`config.mk`:
```
export PLATFORM = sky130hd
export DESIGN_NAME = acc_adc_calibration_control
export DESIGN_NICKNAME = d
export VERILOG_FILES = /design/src/core/acc_pkg.sv /design/src/core/acc_count_if.sv /design/src/core/acc_reading_counter.sv /design/src/core/acc_adc_calibration_control.sv
export SDC_FILE = /design/constraint.sdc
export NUM_CORES = 1
export LEC_CHECK = 0
export BUFFER_PORTS_ARGS = -buffer_cell sky130_fd_sc_hd__buf_2
export CAP_MARGIN = 20
export CORE_MARGIN = 2
export CORE_UTILIZATION = 40
export CTS_CLUSTER_SIZE = 28
export DETAILED_ROUTE_END_ITERATION = 6
export GPL_TIMING_DRIVEN = 0
export PLACE_DENSITY = 0.61
export RECOVER_POWER = 25
export REMOVE_ABC_BUFFERS = 1
export SLEW_MARGIN = 20
export SYNTH_ARGS = -nofsm -noshare
export SYNTH_HDL_FRONTEND = slang
export SYNTH_SLANG_ARGS = --single-unit
export TNS_END_PERCENT = 10
```
`constraint.sdc`:
```
create_clock -name clock -period 5.2 [get_ports clock]
set_input_delay 1.04 -clock clock [delete_from_list [all_inputs] [get_ports clock]]
set_output_delay 1.04 -clock clock [all_outputs]
set_load 0.1 [all_outputs]
```
`src/core/acc_pkg.sv`:
```
// Package with the constants of the converter calibration control block.
package acc_pkg;
    localparam logic [7:0] ACC_CAL_CTRL_ADDR = 8'hF5;
    localparam logic [7:0] ACC_CAL_CTRL_RESET = 8'h00;
    localparam int ACC_BUSY_BIT = 7;
    localparam int ACC_GAIN_DIS_BIT = 6;
    localparam int ACC_AVG_HI_BIT = 5;
    localparam int ACC_AVG_LO_BIT = 4;
    localparam int ACC_OFFS_DIS_BIT = 3;
    localparam int ACC_MODE_BIT = 2;
    localparam int ACC_TYPE_BIT = 1;
    localparam int ACC_START_BIT = 0;
    localparam int ACC_CNT_W = 6;
    localparam logic [5:0] ACC_AVG_CODE0 = 6'h0F;
    localparam logic [5:0] ACC_AVG_CODE1 = 6'h1F;
    localparam logic [5:0] ACC_AVG_CODE2 = 6'h2F;
    localparam logic [5:0] ACC_AVG_CODE3 = 6'h3F;
    localparam int ACC_EXT_CH = 6;
    localparam int ACC_INT_SRC = 5;
    localparam logic [3:0] ACC_CH_TEMP = 4'h8;
    localparam logic [3:0] ACC_CH_VREF = 4'hC;
    localparam int ACC_INT_AGND = 3;
    localparam int ACC_INT_VREF = 4;
    localparam int ACC_CAL_BITS = 12;
    typedef enum logic [1:0] {
        ACC_IDLE = 2'b00,
        ACC_CONV = 2'b01,
        ACC_CAL = 2'b11,
        ACC_FINISH = 2'b10
    } acc_state_e;
endpackage

```
`src/core/acc_count_if.sv`:
```
// Interface between the sequencer and the reading counter.
`timescale 1ns/100ps
`default_nettype none
interface acc_count_if;
    logic clear;
    logic pulse;
    logic [5:0] target;
    logic last;
    modport ctrl (output clear, output pulse, output target, input last);
    modport cnt (input clear, input pulse, input target, output last);
endinterface
`default_nettype wire

```
`src/core/acc_reading_counter.sv`:
```
// Counter of converter readings within one calibration bit decision.
`timescale 1ns/100ps
`default_nettype none
module acc_reading_counter
    import acc_pkg::*;
#(
    parameter int CNT_W = ACC_CNT_W
) (
    input wire logic clock, // System clock.
    input wire logic rst, // Synchronous reset, active high.
    acc_count_if.cnt cif // Clear, reading pulse, target and last flag.
);
    logic [CNT_W-1:0] count_r;

    // Last is high with the pulse that completes the target number of readings.
    assign cif.last = cif.pulse && (count_r == CNT_W'(cif.target - 6'h01));

    always_ff @(posedge clock) begin
        if (rst || cif.clear) begin
            count_r <= '0;
        end else if (cif.last) begin
            count_r <= '0;
        end else if (cif.pulse) begin
            count_r <= count_r + CNT_W'(1);
        end
    end
endmodule
`default_nettype wire

```
`src/core/acc_adc_calibration_control.sv`:
```
// Calibration and status control register with channel routing for the converter.
`timescale 1ns/100ps
`default_nettype none
module acc_adc_calibration_control
    import acc_pkg::*;
#(
    parameter int CAL_BITS = ACC_CAL_BITS
) (
    input wire logic clock, // System clock, 20 MHz.
    input wire logic rst, // Synchronous reset, active high.
    input wire logic [7:0] sfrAddr, // SFR address.
    input wire logic [7:0] sfrWrData, // SFR write data.
    input wire logic sfrWrEn, // SFR write strobe.
    input wire logic sfrRdEn, // SFR read strobe.
    output logic [7:0] sfrRdData, // SFR read data, valid the cycle after the strobe.
    output logic sfrRdValid, // Read data valid pulse.
    input wire logic [3:0] channelSel, // Channel selection field.
    input wire logic convStart, // Conversion request pulse.
    input wire logic convDone, // End of conversion pulse from the converter.
    input wire logic readingDone, // End of one calibration reading.
    output logic [ACC_EXT_CH-1:0] extChannelEn, // One-hot external input switch.
    output logic [ACC_INT_SRC-1:0] intSourceEn, // One-hot internal source switch.
    output logic readingReq, // Request pulse for one calibration reading.
    output logic calFullScale, // Calibration in progress is full scale.
    output logic calModeSel, // Calibration mode bit to the converter.
    output logic calActive, // Calibration in progress.
    output logic gainCorrEn, // Apply gain coefficient to results.
    output logic offsetCorrEn // Apply offset coefficient to results.
);
    acc_state_e state_r;
    acc_state_e state_nxt;
    logic gainDis_r;
    logic [1:0] avgSel_r;
    logic offsDis_r;
    logic mode_r;
    logic type_r;
    logic start_r;
    logic busy_r;
    logic [3:0] bitIdx_r;
    logic regWrite;
    logic startWrite;
    logic calLastBit;
    logic calComplete;
    acc_count_if cif ();

    assign regWrite = sfrWrEn && (sfrAddr == ACC_CAL_CTRL_ADDR);
    assign startWrite = regWrite && sfrWrData[ACC_START_BIT];
    assign calLastBit = (bitIdx_r == 4'(CAL_BITS - 1));
    assign calComplete = (state_r == ACC_CAL) && cif.last && calLastBit;

    // Reading counter target per bit decision.
    always_comb begin
        case (avgSel_r)
            2'b00: cif.target = ACC_AVG_CODE0;
            2'b01: cif.target = ACC_AVG_CODE1;
            2'b10: cif.target = ACC_AVG_CODE2;
            default: cif.target = ACC_AVG_CODE3;
        endcase
    end
    assign cif.pulse = (state_r == ACC_CAL) && readingDone;
    assign cif.clear = (state_r != ACC_CAL);

    acc_reading_counter #(
        .CNT_W(ACC_CNT_W)
    ) u_count (
        .clock(clock),
        .rst(rst),
        .cif(cif)
    );

    always_comb begin
        state_nxt = state_r;
        case (state_r)
            ACC_IDLE: begin
                if (start_r) begin
                    state_nxt = ACC_CAL;
                end else if (convStart) begin
                    state_nxt = ACC_CONV;
                end
            end
            ACC_CONV: begin
                if (convDone) begin
                    state_nxt = ACC_IDLE;
                end
            end
            ACC_CAL: begin
                if (calComplete) begin
                    state_nxt = ACC_FINISH;
                end
            end
            ACC_FINISH: state_nxt = ACC_IDLE;
            default: state_nxt = ACC_IDLE;
        endcase
    end

    always_ff @(posedge clock) begin
        if (rst) begin
            state_r <= ACC_IDLE;
        end else begin
            state_r <= state_nxt;
        end
    end

    // Busy follows the cycle state; software writes never reach it.
    always_ff @(posedge clock) begin
        if (rst) begin
            busy_r <= 1'b0;
        end else begin
            busy_r <= (state_nxt == ACC_CONV) || (state_nxt == ACC_CAL);
        end
    end

    always_ff @(posedge clock) begin
        if (rst) begin
            gainDis_r <= ACC_CAL_CTRL_RESET[ACC_GAIN_DIS_BIT];
            avgSel_r <= ACC_CAL_CTRL_RESET[ACC_AVG_HI_BIT:ACC_AVG_LO_BIT];
            offsDis_r <= ACC_CAL_CTRL_RESET[ACC_OFFS_DIS_BIT];
            mode_r <= ACC_CAL_CTRL_RESET[ACC_MODE_BIT];
            type_r <= ACC_CAL_CTRL_RESET[ACC_TYPE_BIT];
        end else if (regWrite) begin
            gainDis_r <= sfrWrData[ACC_GAIN_DIS_BIT];
            avgSel_r <= sfrWrData[ACC_AVG_HI_BIT:ACC_AVG_LO_BIT];
            offsDis_r <= sfrWrData[ACC_OFFS_DIS_BIT];
            mode_r <= sfrWrData[ACC_MODE_BIT];
            type_r <= sfrWrData[ACC_TYPE_BIT];
        end
    end

    // A write of 1 in the completion cycle wins and starts a new cycle.
    always_ff @(posedge clock) begin
        if (rst) begin
            start_r <= ACC_CAL_CTRL_RESET[ACC_START_BIT];
        end else if (startWrite) begin
            start_r <= 1'b1;
        end else if (calComplete) begin
            start_r <= 1'b0;
        end
    end

    // The type is frozen for the whole calibration cycle.
    always_ff @(posedge clock) begin
        if (rst) begin
            calFullScale <= 1'b0;
            calActive <= 1'b0;
        end else begin
            if ((state_r == ACC_IDLE) && start_r) begin
                calFullScale <= type_r;
            end
            calActive <= (state_nxt == ACC_CAL);
        end
    end

    always_ff @(posedge clock) begin
        if (rst) begin
            bitIdx_r <= 4'h0;
            readingReq <= 1'b0;
        end else begin
            if (state_r != ACC_CAL) begin
                bitIdx_r <= 4'h0;
            end else if (cif.last && !calLastBit) begin
                bitIdx_r <= bitIdx_r + 4'h1;
            end
            readingReq <= ((state_r == ACC_IDLE) && start_r) ||
                          ((state_r == ACC_CAL) && readingDone && !calComplete);
        end
    end

    // Input routing for conversions and calibrations.
    always_ff @(posedge clock) begin
        if (rst) begin
            extChannelEn <= '0;
            intSourceEn <= '0;
        end else if ((state_r == ACC_IDLE) && start_r) begin
            extChannelEn <= '0;
            intSourceEn <= '0;
            if (type_r) begin
                intSourceEn[ACC_INT_VREF] <= 1'b1;
            end else begin
                intSourceEn[ACC_INT_AGND] <= 1'b1;
            end
        end else if ((state_r == ACC_IDLE) && convStart) begin
            extChannelEn <= '0;
            intSourceEn <= '0;
            if (channelSel < 4'(ACC_EXT_CH)) begin
                extChannelEn[channelSel[2:0]] <= 1'b1;
            end else if ((channelSel >= ACC_CH_TEMP) && (channelSel <= ACC_CH_VREF)) begin
                intSourceEn[3'(channelSel - ACC_CH_TEMP)] <= 1'b1;
            end
            // Codes 0110, 0111 and above 1100 leave every switch open.
        end else if (state_nxt == ACC_IDLE) begin
            extChannelEn <= '0;
            intSourceEn <= '0;
        end
    end

    always_ff @(posedge clock) begin
        if (rst) begin
            gainCorrEn <= 1'b1;
            offsetCorrEn <= 1'b1;
            calModeSel <= 1'b0;
        end else begin
            gainCorrEn <= !gainDis_r;
            offsetCorrEn <= !offsDis_r;
            calModeSel <= mode_r;
        end
    end

    always_ff @(posedge clock) begin
        if (rst) begin
            sfrRdData <= 8'h00;
            sfrRdValid <= 1'b0;
        end else begin
            sfrRdValid <= sfrRdEn;
            if (sfrRdEn && (sfrAddr == ACC_CAL_CTRL_ADDR)) begin
                sfrRdData <= {busy_r, gainDis_r, avgSel_r, offsDis_r, mode_r, type_r,
                              start_r};
            end else begin
                sfrRdData <= 8'h00;
            end
        end
    end
endmodule
`default_nettype wire

```
==> flow_summary.toml, run 1 <==
[cts]
clock_pin_slew_worst_setup_and_hold_paths_ps = 90
ctsResizeCount = 0
cts-buffers-inserted = 5
postCtsSetupRepairBufs = 0
clkSinkCount = 45
cts_buffer_depth = 2
cts-hold-fix-buffers = 0
clock_tree_from_tritoncts = "built"
clk-insertion-delay-late_ps = 300
cts-root-buf = "clkbuf_8"
htreeDepth = 2

[worst_hold_path]
min_delay_path_depth = 1
hold-path-endpoint = "offsetCorrEn$_SDFF_PP1_"
min_from = "offsDis_r$_SDFFE_PP0P_"
min_delay_path_class = "flip-flop to flip-flop"

[worst_setup_path]
worst_setup_path_end_kind = "flip-flop"
cp_top_family = "buffers and inverters"
worstRegToRegCells = 6
r2r-start = "u_count.count_r[0]$_SDFFE_PP0P_"
worst_r2r_endpoint = "bitIdx_r[0]$_SDFFE_PP0P_"
required_ps = 5390
critical-path-max-stage-delay_ps = 760
crit_slowest_cell = "clkbuf_1"
cp_data_arrival_time_ps = 2530
crit_type = "input port to flip-flop"
critical_path.n_buffers_inverters = 1
critPathLaunchType = "input port"
worst-path-max-fanout = 25
critical_path.cell_chain = "clkbuf_1 -> nor2_1 -> a22o_1"
ff_to_ff_setup_slack_ps = 3190

[die]
initial_core_util = 0.422
dieWidth_um = 69.5
fp-row-count = 23
die_y_um = 69.5
design.die.area_mm2 = 0.00482
core_area_mm2 = 0.00406
floorplan.io_pins = 53

[yosys]
synth.avg_cell_area_um2 = 9.80
synthesis.instances = 175
yosys_warnings = 0
yosys.cell_types.count = 40
synth_edf_count = 0
synth-async-reset-ratio = 0
synth.cell_area_mm2 = 0.00171
ys_seq_elements = 45
synth_top_flop_cell = "dfxtp_1"
synth-seq-area-share = 0.526

[detailed_routing]
antenna_violation_net_count_after_detailed_routing = 0
routed_wl_mm = 3.41
avgRoutedWirePerCell_um = 12.3
drc_errors = 0
vias = 1372
routed_via_density = 4.94
drt_pass1_iterations = 4
drt_first_iter_violations = 59

[grt]
via_count_of_the_first_global_routing_pass = 1286
grt_start_max_net_pins = 26
grt_usage = 0.152
grt_overflow = 0
grt_first_pass_wirelength_mm = 5.93
grt_antenna_before_repair = 0

[final_layout]
final_layout_size_suffix_gt1_frac = 0.276
final_instance_area_mm2 = 0.00209
area.growth.synth_to_final_pct = 21.8
n_fill_cell = 405
antenna_cells_inserted = 0
seqCellArea_um2 = 901
layout_commonest_cell = "buf_2"
layout_common_cells = "buf_2, dfxtp_1, nor2_1, nand2_1, a21oi_1"
multiInputGateArea_um2 = 768
design.final.nets = 257

[timing]
timing.final.max_slew_violations = 0
period_minus_slack_ps = 2340
final.setup.tns_ps = 0
relSlewSlack = 0.296
worstMarginPinSlew_ps = 1060
layout_worst_path_cycle_share = 0.451
setup_viol = 0
max_clock_freq_ghz = 0.427
setup_repair_after_global_routing_missed_its_margin = "false"
final-hold-violation-count = 0
finalHoldWorstSlack_ps = 412
finalClockSkew_ps = 5.48

[place]
gpl.final_weighted_congestion = 0.778
placement.cell_area_mm2 = 0.00200
io_buffers = 51
hpwl_mm = 2.48

[run_status]
run_status = "complete, no violations"

[power]
powerDensity_mw_per_mm2 = 288
power.ir.vdd_worst_mv = 0.157
leakage_nw = 0.943

[flow_run]
max_cap_violations = 0
[flip-flops by register name, summed over array words and instances, names as in the netlist, 2 cells and up]
name             flops
intSourceEn          5
avgSel_r             2
bitIdx_r             4
u_count.count_r      6
extChannelEn         6
sfrRdData            8
state_r              2
[synthesized netlist by cell type, types with 3 or more instances]
cell / count / share of area
dfxtp_1: 45 / 0.53
nor2_1: 21 / 0.046
nand2_1: 11 / 0.024
a21oi_1: 9 / 0.026
a22o_1: 8 / 0.041
and2_1: 7 / 0.026
mux2i_1: 6 / 0.035
o21ai_0: 6 / 0.018
xor2_1: 6 / 0.031
nor3b_1: 5 / 0.022
and3_1: 4 / 0.015
clkbuf_1: 4 / 0.0088
nand4_1: 4 / 0.015
ha_1: 3 / 0.022
inv_1: 3 / 0.0066
nor2b_1: 3 / 0.011
[logic make-up (layout without fill, tap and decap cells)]
kind of cell,after synthesis,count (layout),share of synthesized area
compound gates,30,30,0.115
xor+xnor,7,7,0.0358
fa+ha+maj,3,3,0.0219
buf+inv,9,62,0.0241
flops,45,45,0.526
mux,6,6,0.0350
simple gates,75,75,0.242
[layout make-up]
| type | instances | share of cell area |
|---|---|---|
| clock buffer | 5 | 0.0330 |
| inverter | 3 | 0.00539 |
| timing repair buffer | 51 | 0.122 |
| tap | 50 | 0.0300 |
| clock inverter | 3 | 0.0108 |
| multi-input combinational | 121 | 0.368 |
| sequential | 45 | 0.431 |
[metal layers]
layer | wire length, µm | GRT usage | vias to the layer above | part of all wire
met5 | 0 | 0 | - | 0
met4 | 38 | 0.0588 | 0 | 0.011
met3 | 210 | 0.0494 | 4 | 0.062
met2 | 1420 | 0.233 | 39 | 0.42
met1 | 1750 | 0.197 | 609 | 0.51
li1 | - | - | 720 | -
[per-stage QoR]
step,setup slack [ps],std cells,util,power (W)
final,2860,278,0.515,0.000601
after detailed placement,2720,270,0.493,0.000395
after CTS,3030,278,0.516,0.000611
after global placement,2690,270,0.493,0.000395
after global routing,2730,278,0.515,0.000629
after floorplan,2900,169,-,0.000378
[report_power, final]
part	internal (W)	switching, W
combinational	0.0000125	0.0000256
clock	0.0000953	0.000119
sequential	0.000347	0.00000207
total	0.000454	0.000147
[how the worst max path moves through the flow]
| stage | from | to | cells after the start |
|---|---|---|---|
| after floorplan | readingDone | bitIdx_r[0]$_SDFFE_PP0P_ | 4 |
| after global placement | convStart | extChannelEn[5]$_SDFFE_PP0P_ | 5 |
| after detailed placement | readingDone | bitIdx_r[0]$_SDFFE_PP0P_ | 5 |
| after CTS | readingDone | bitIdx_r[0]$_SDFFE_PP0P_ | 5 |
| after global routing | rst | extChannelEn[1]$_SDFFE_PP0P_ | 3 |
| final | rst | intSourceEn[1]$_SDFFE_PP0P_ | 3 |
Power figures use the tool's default switching activity.
==> run 2, diff against run 1 <==
clock period = 2.3 ns   (was 5.2 ns; I/O delays follow)
==> run 2 against run 1 <==
Flip-flop and latch count did not move. Largest cell class unchanged. Register-to-register slack got worse by 2800 ps. Highest routed layer unchanged. Via count rose by 0.36%. Critical endpoint is now calModeSel. Combinational power rose by 130%.
==> flow_summary.toml, run 2 (synthesis gave the netlist of run 1 again) <==
[run_status]
run_status = "complete, no violations"

[die]
fp-row-count = 23
core_area_mm2 = 0.00406
initial_core_util = 0.422
die_y_um = 69.5
floorplan.io_pins = 53
dieWidth_um = 69.5
design.die.area_mm2 = 0.00482

[final_layout]
design.final.nets = 257
largestRegisters = "sfrRdData: 8 flops, extChannelEn: 6 flops, u_count.count_r: 6 flops"
layout_commonest_cell = "buf_2"
final_layout_size_suffix_gt1_frac = 0.268
area.growth.synth_to_final_pct = 21.8
antenna_cells_inserted = 0
largest_reg_flops = 8
largest-register = "sfrRdData"
layout_common_cells = "buf_2, dfxtp_1, nor2_1, nand2_1, a21oi_1"

[timing]
timing.final.max_slew_violations = 0
finalClockSkew_ps = 5.76
setup_viol = 0
final-hold-violation-count = 0
final.setup.tns_ps = 0
setup_repair_after_global_routing_missed_its_margin = "false"
worstMarginPinSlew_ps = 1160
layout_worst_path_cycle_share = 0.836
finalHoldWorstSlack_ps = 394
max_clock_freq_ghz = 0.520
relSlewSlack = 0.230
period_minus_slack_ps = 1920
fin_ws_ps = 377

[worst_setup_path]
critPathLaunchType = "flip-flop"
cp_top_family = "buffers and inverters"
worst_setup_path_end_kind = "primary output"
critical_path.cell_chain = "clkbuf_1"
critical-path-max-stage-delay_ps = 850
cp_data_arrival_time_ps = 1460
crit_slowest_cell = "clkbuf_1"
worst-path-max-fanout = 1
critical_path.n_buffers_inverters = 1
required_ps = 1840
crit_type = "flip-flop to primary output"

[place]
dp_slack_ps = 402
gpl.final_weighted_congestion = 0.778
hpwl_mm = 2.48
io_buffers = 51

[grt]
groute.layer.met3.usage = 0.0494
grtUsageMet1 = 0.197
gr-max-usage-layer = "met2"
grt_overflow = 0
grt_antenna_before_repair = 0
grt_first_pass_wirelength_mm = 5.93
grt_start_max_net_pins = 26
via_count_of_the_first_global_routing_pass = 1286
grt_util_met2 = 0.233
grt_usage = 0.152

[cts]
clock_tree_from_tritoncts = "built"
htreeDepth = 2
clk-insertion-delay-late_ps = 300
ctsResizeCount = 0
clkSinkCount = 45
clock_pin_slew_worst_setup_and_hold_paths_ps = 90
cts-root-buf = "clkbuf_8"
postCtsSetupRepairBufs = 0
cts_buffer_depth = 2
cts-hold-fix-buffers = 0
cts-buffers-inserted = 5

[detailed_routing]
drc_errors = 0
vias = 1377
antenna_violation_net_count_after_detailed_routing = 0
routed_wl_mm = 3.42
drt_first_iter_violations = 61
routed_via_density = 4.95
drt_pass1_iterations = 4
avgRoutedWirePerCell_um = 12.3

[flow_run]
max_cap_violations = 0

[power]
power.ir.vdd_worst_mv = 0.355
powerDensity_mw_per_mm2 = 650
leakage_nw = 0.928

[worst_hold_path]
min_delay_path_class = "input port to flip-flop"
-- run 2: cell types whose count changed in the layout (fill, tap and decap cells not counted) --
| cell | delta |
|---|---|
| and2_0 | +3 |
| buf_2 | -3 |
| clkbuf_1 | +3 |
| or4_4 | +1 |
| or4_1 | -1 |
| and2_1 | -3 |
-- run 2: metrics by stage --
stage	cells	power, W	utilization	area, µm²
2_1_floorplan	169	0.000854	-	1680
3_3_place_gp	270	0.000893	0.493	2000
3_5_place_dp	270	0.000894	0.493	2000
4_1_cts	278	0.00138	0.516	2090
5_1_grt	278	0.00142	0.515	2090
6_report	278	0.00136	0.515	2090
-- run 2: layout make-up --
class	instances	area, µm²
fill	408	1970
timing repair buffer	51	250
clock inverter	3	22.5
multi-input combinational	121	772
clock buffer	5	68.8
inverter	3	11.3
tap	50	62.6
sequential	45	901
-- run 2: power breakdown --
part,internal (W),switching (W)
logic,0.0000283,0.0000578
clock network,0.000215,0.000268
registers,0.000784,0.00000471
total,0.00103,0.000331
-- run 2: worst paths after layout --
path / start / end / slack, ps / depth (start not counted)
worst max-delay path: calModeSel$_SDFF_PP0_ / calModeSel / 380 / 1
worst min-delay path: sfrWrData[5] / avgSel_r[1]$_SDFFE_PP0P_ / 390 / 3
worst max register to register: u_count.count_r[0]$_SDFFE_PP0P_ / bitIdx_r[0]$_SDFFE_PP0P_ / 420 / 6
worst min register to register: offsDis_r$_SDFFE_PP0P_ / offsetCorrEn$_SDFF_PP1_ / 410 / 1
-- run 2: metal layers --
| metal | wire length [µm] | up-vias |
|---|---|---|
| li1 | - | 721 |
| met1 | 1740 | 613 |
| met2 | 1440 | 39 |
| met3 | 210 | 4 |
| met4 | 38 | 0 |
| met5 | 0 | - |
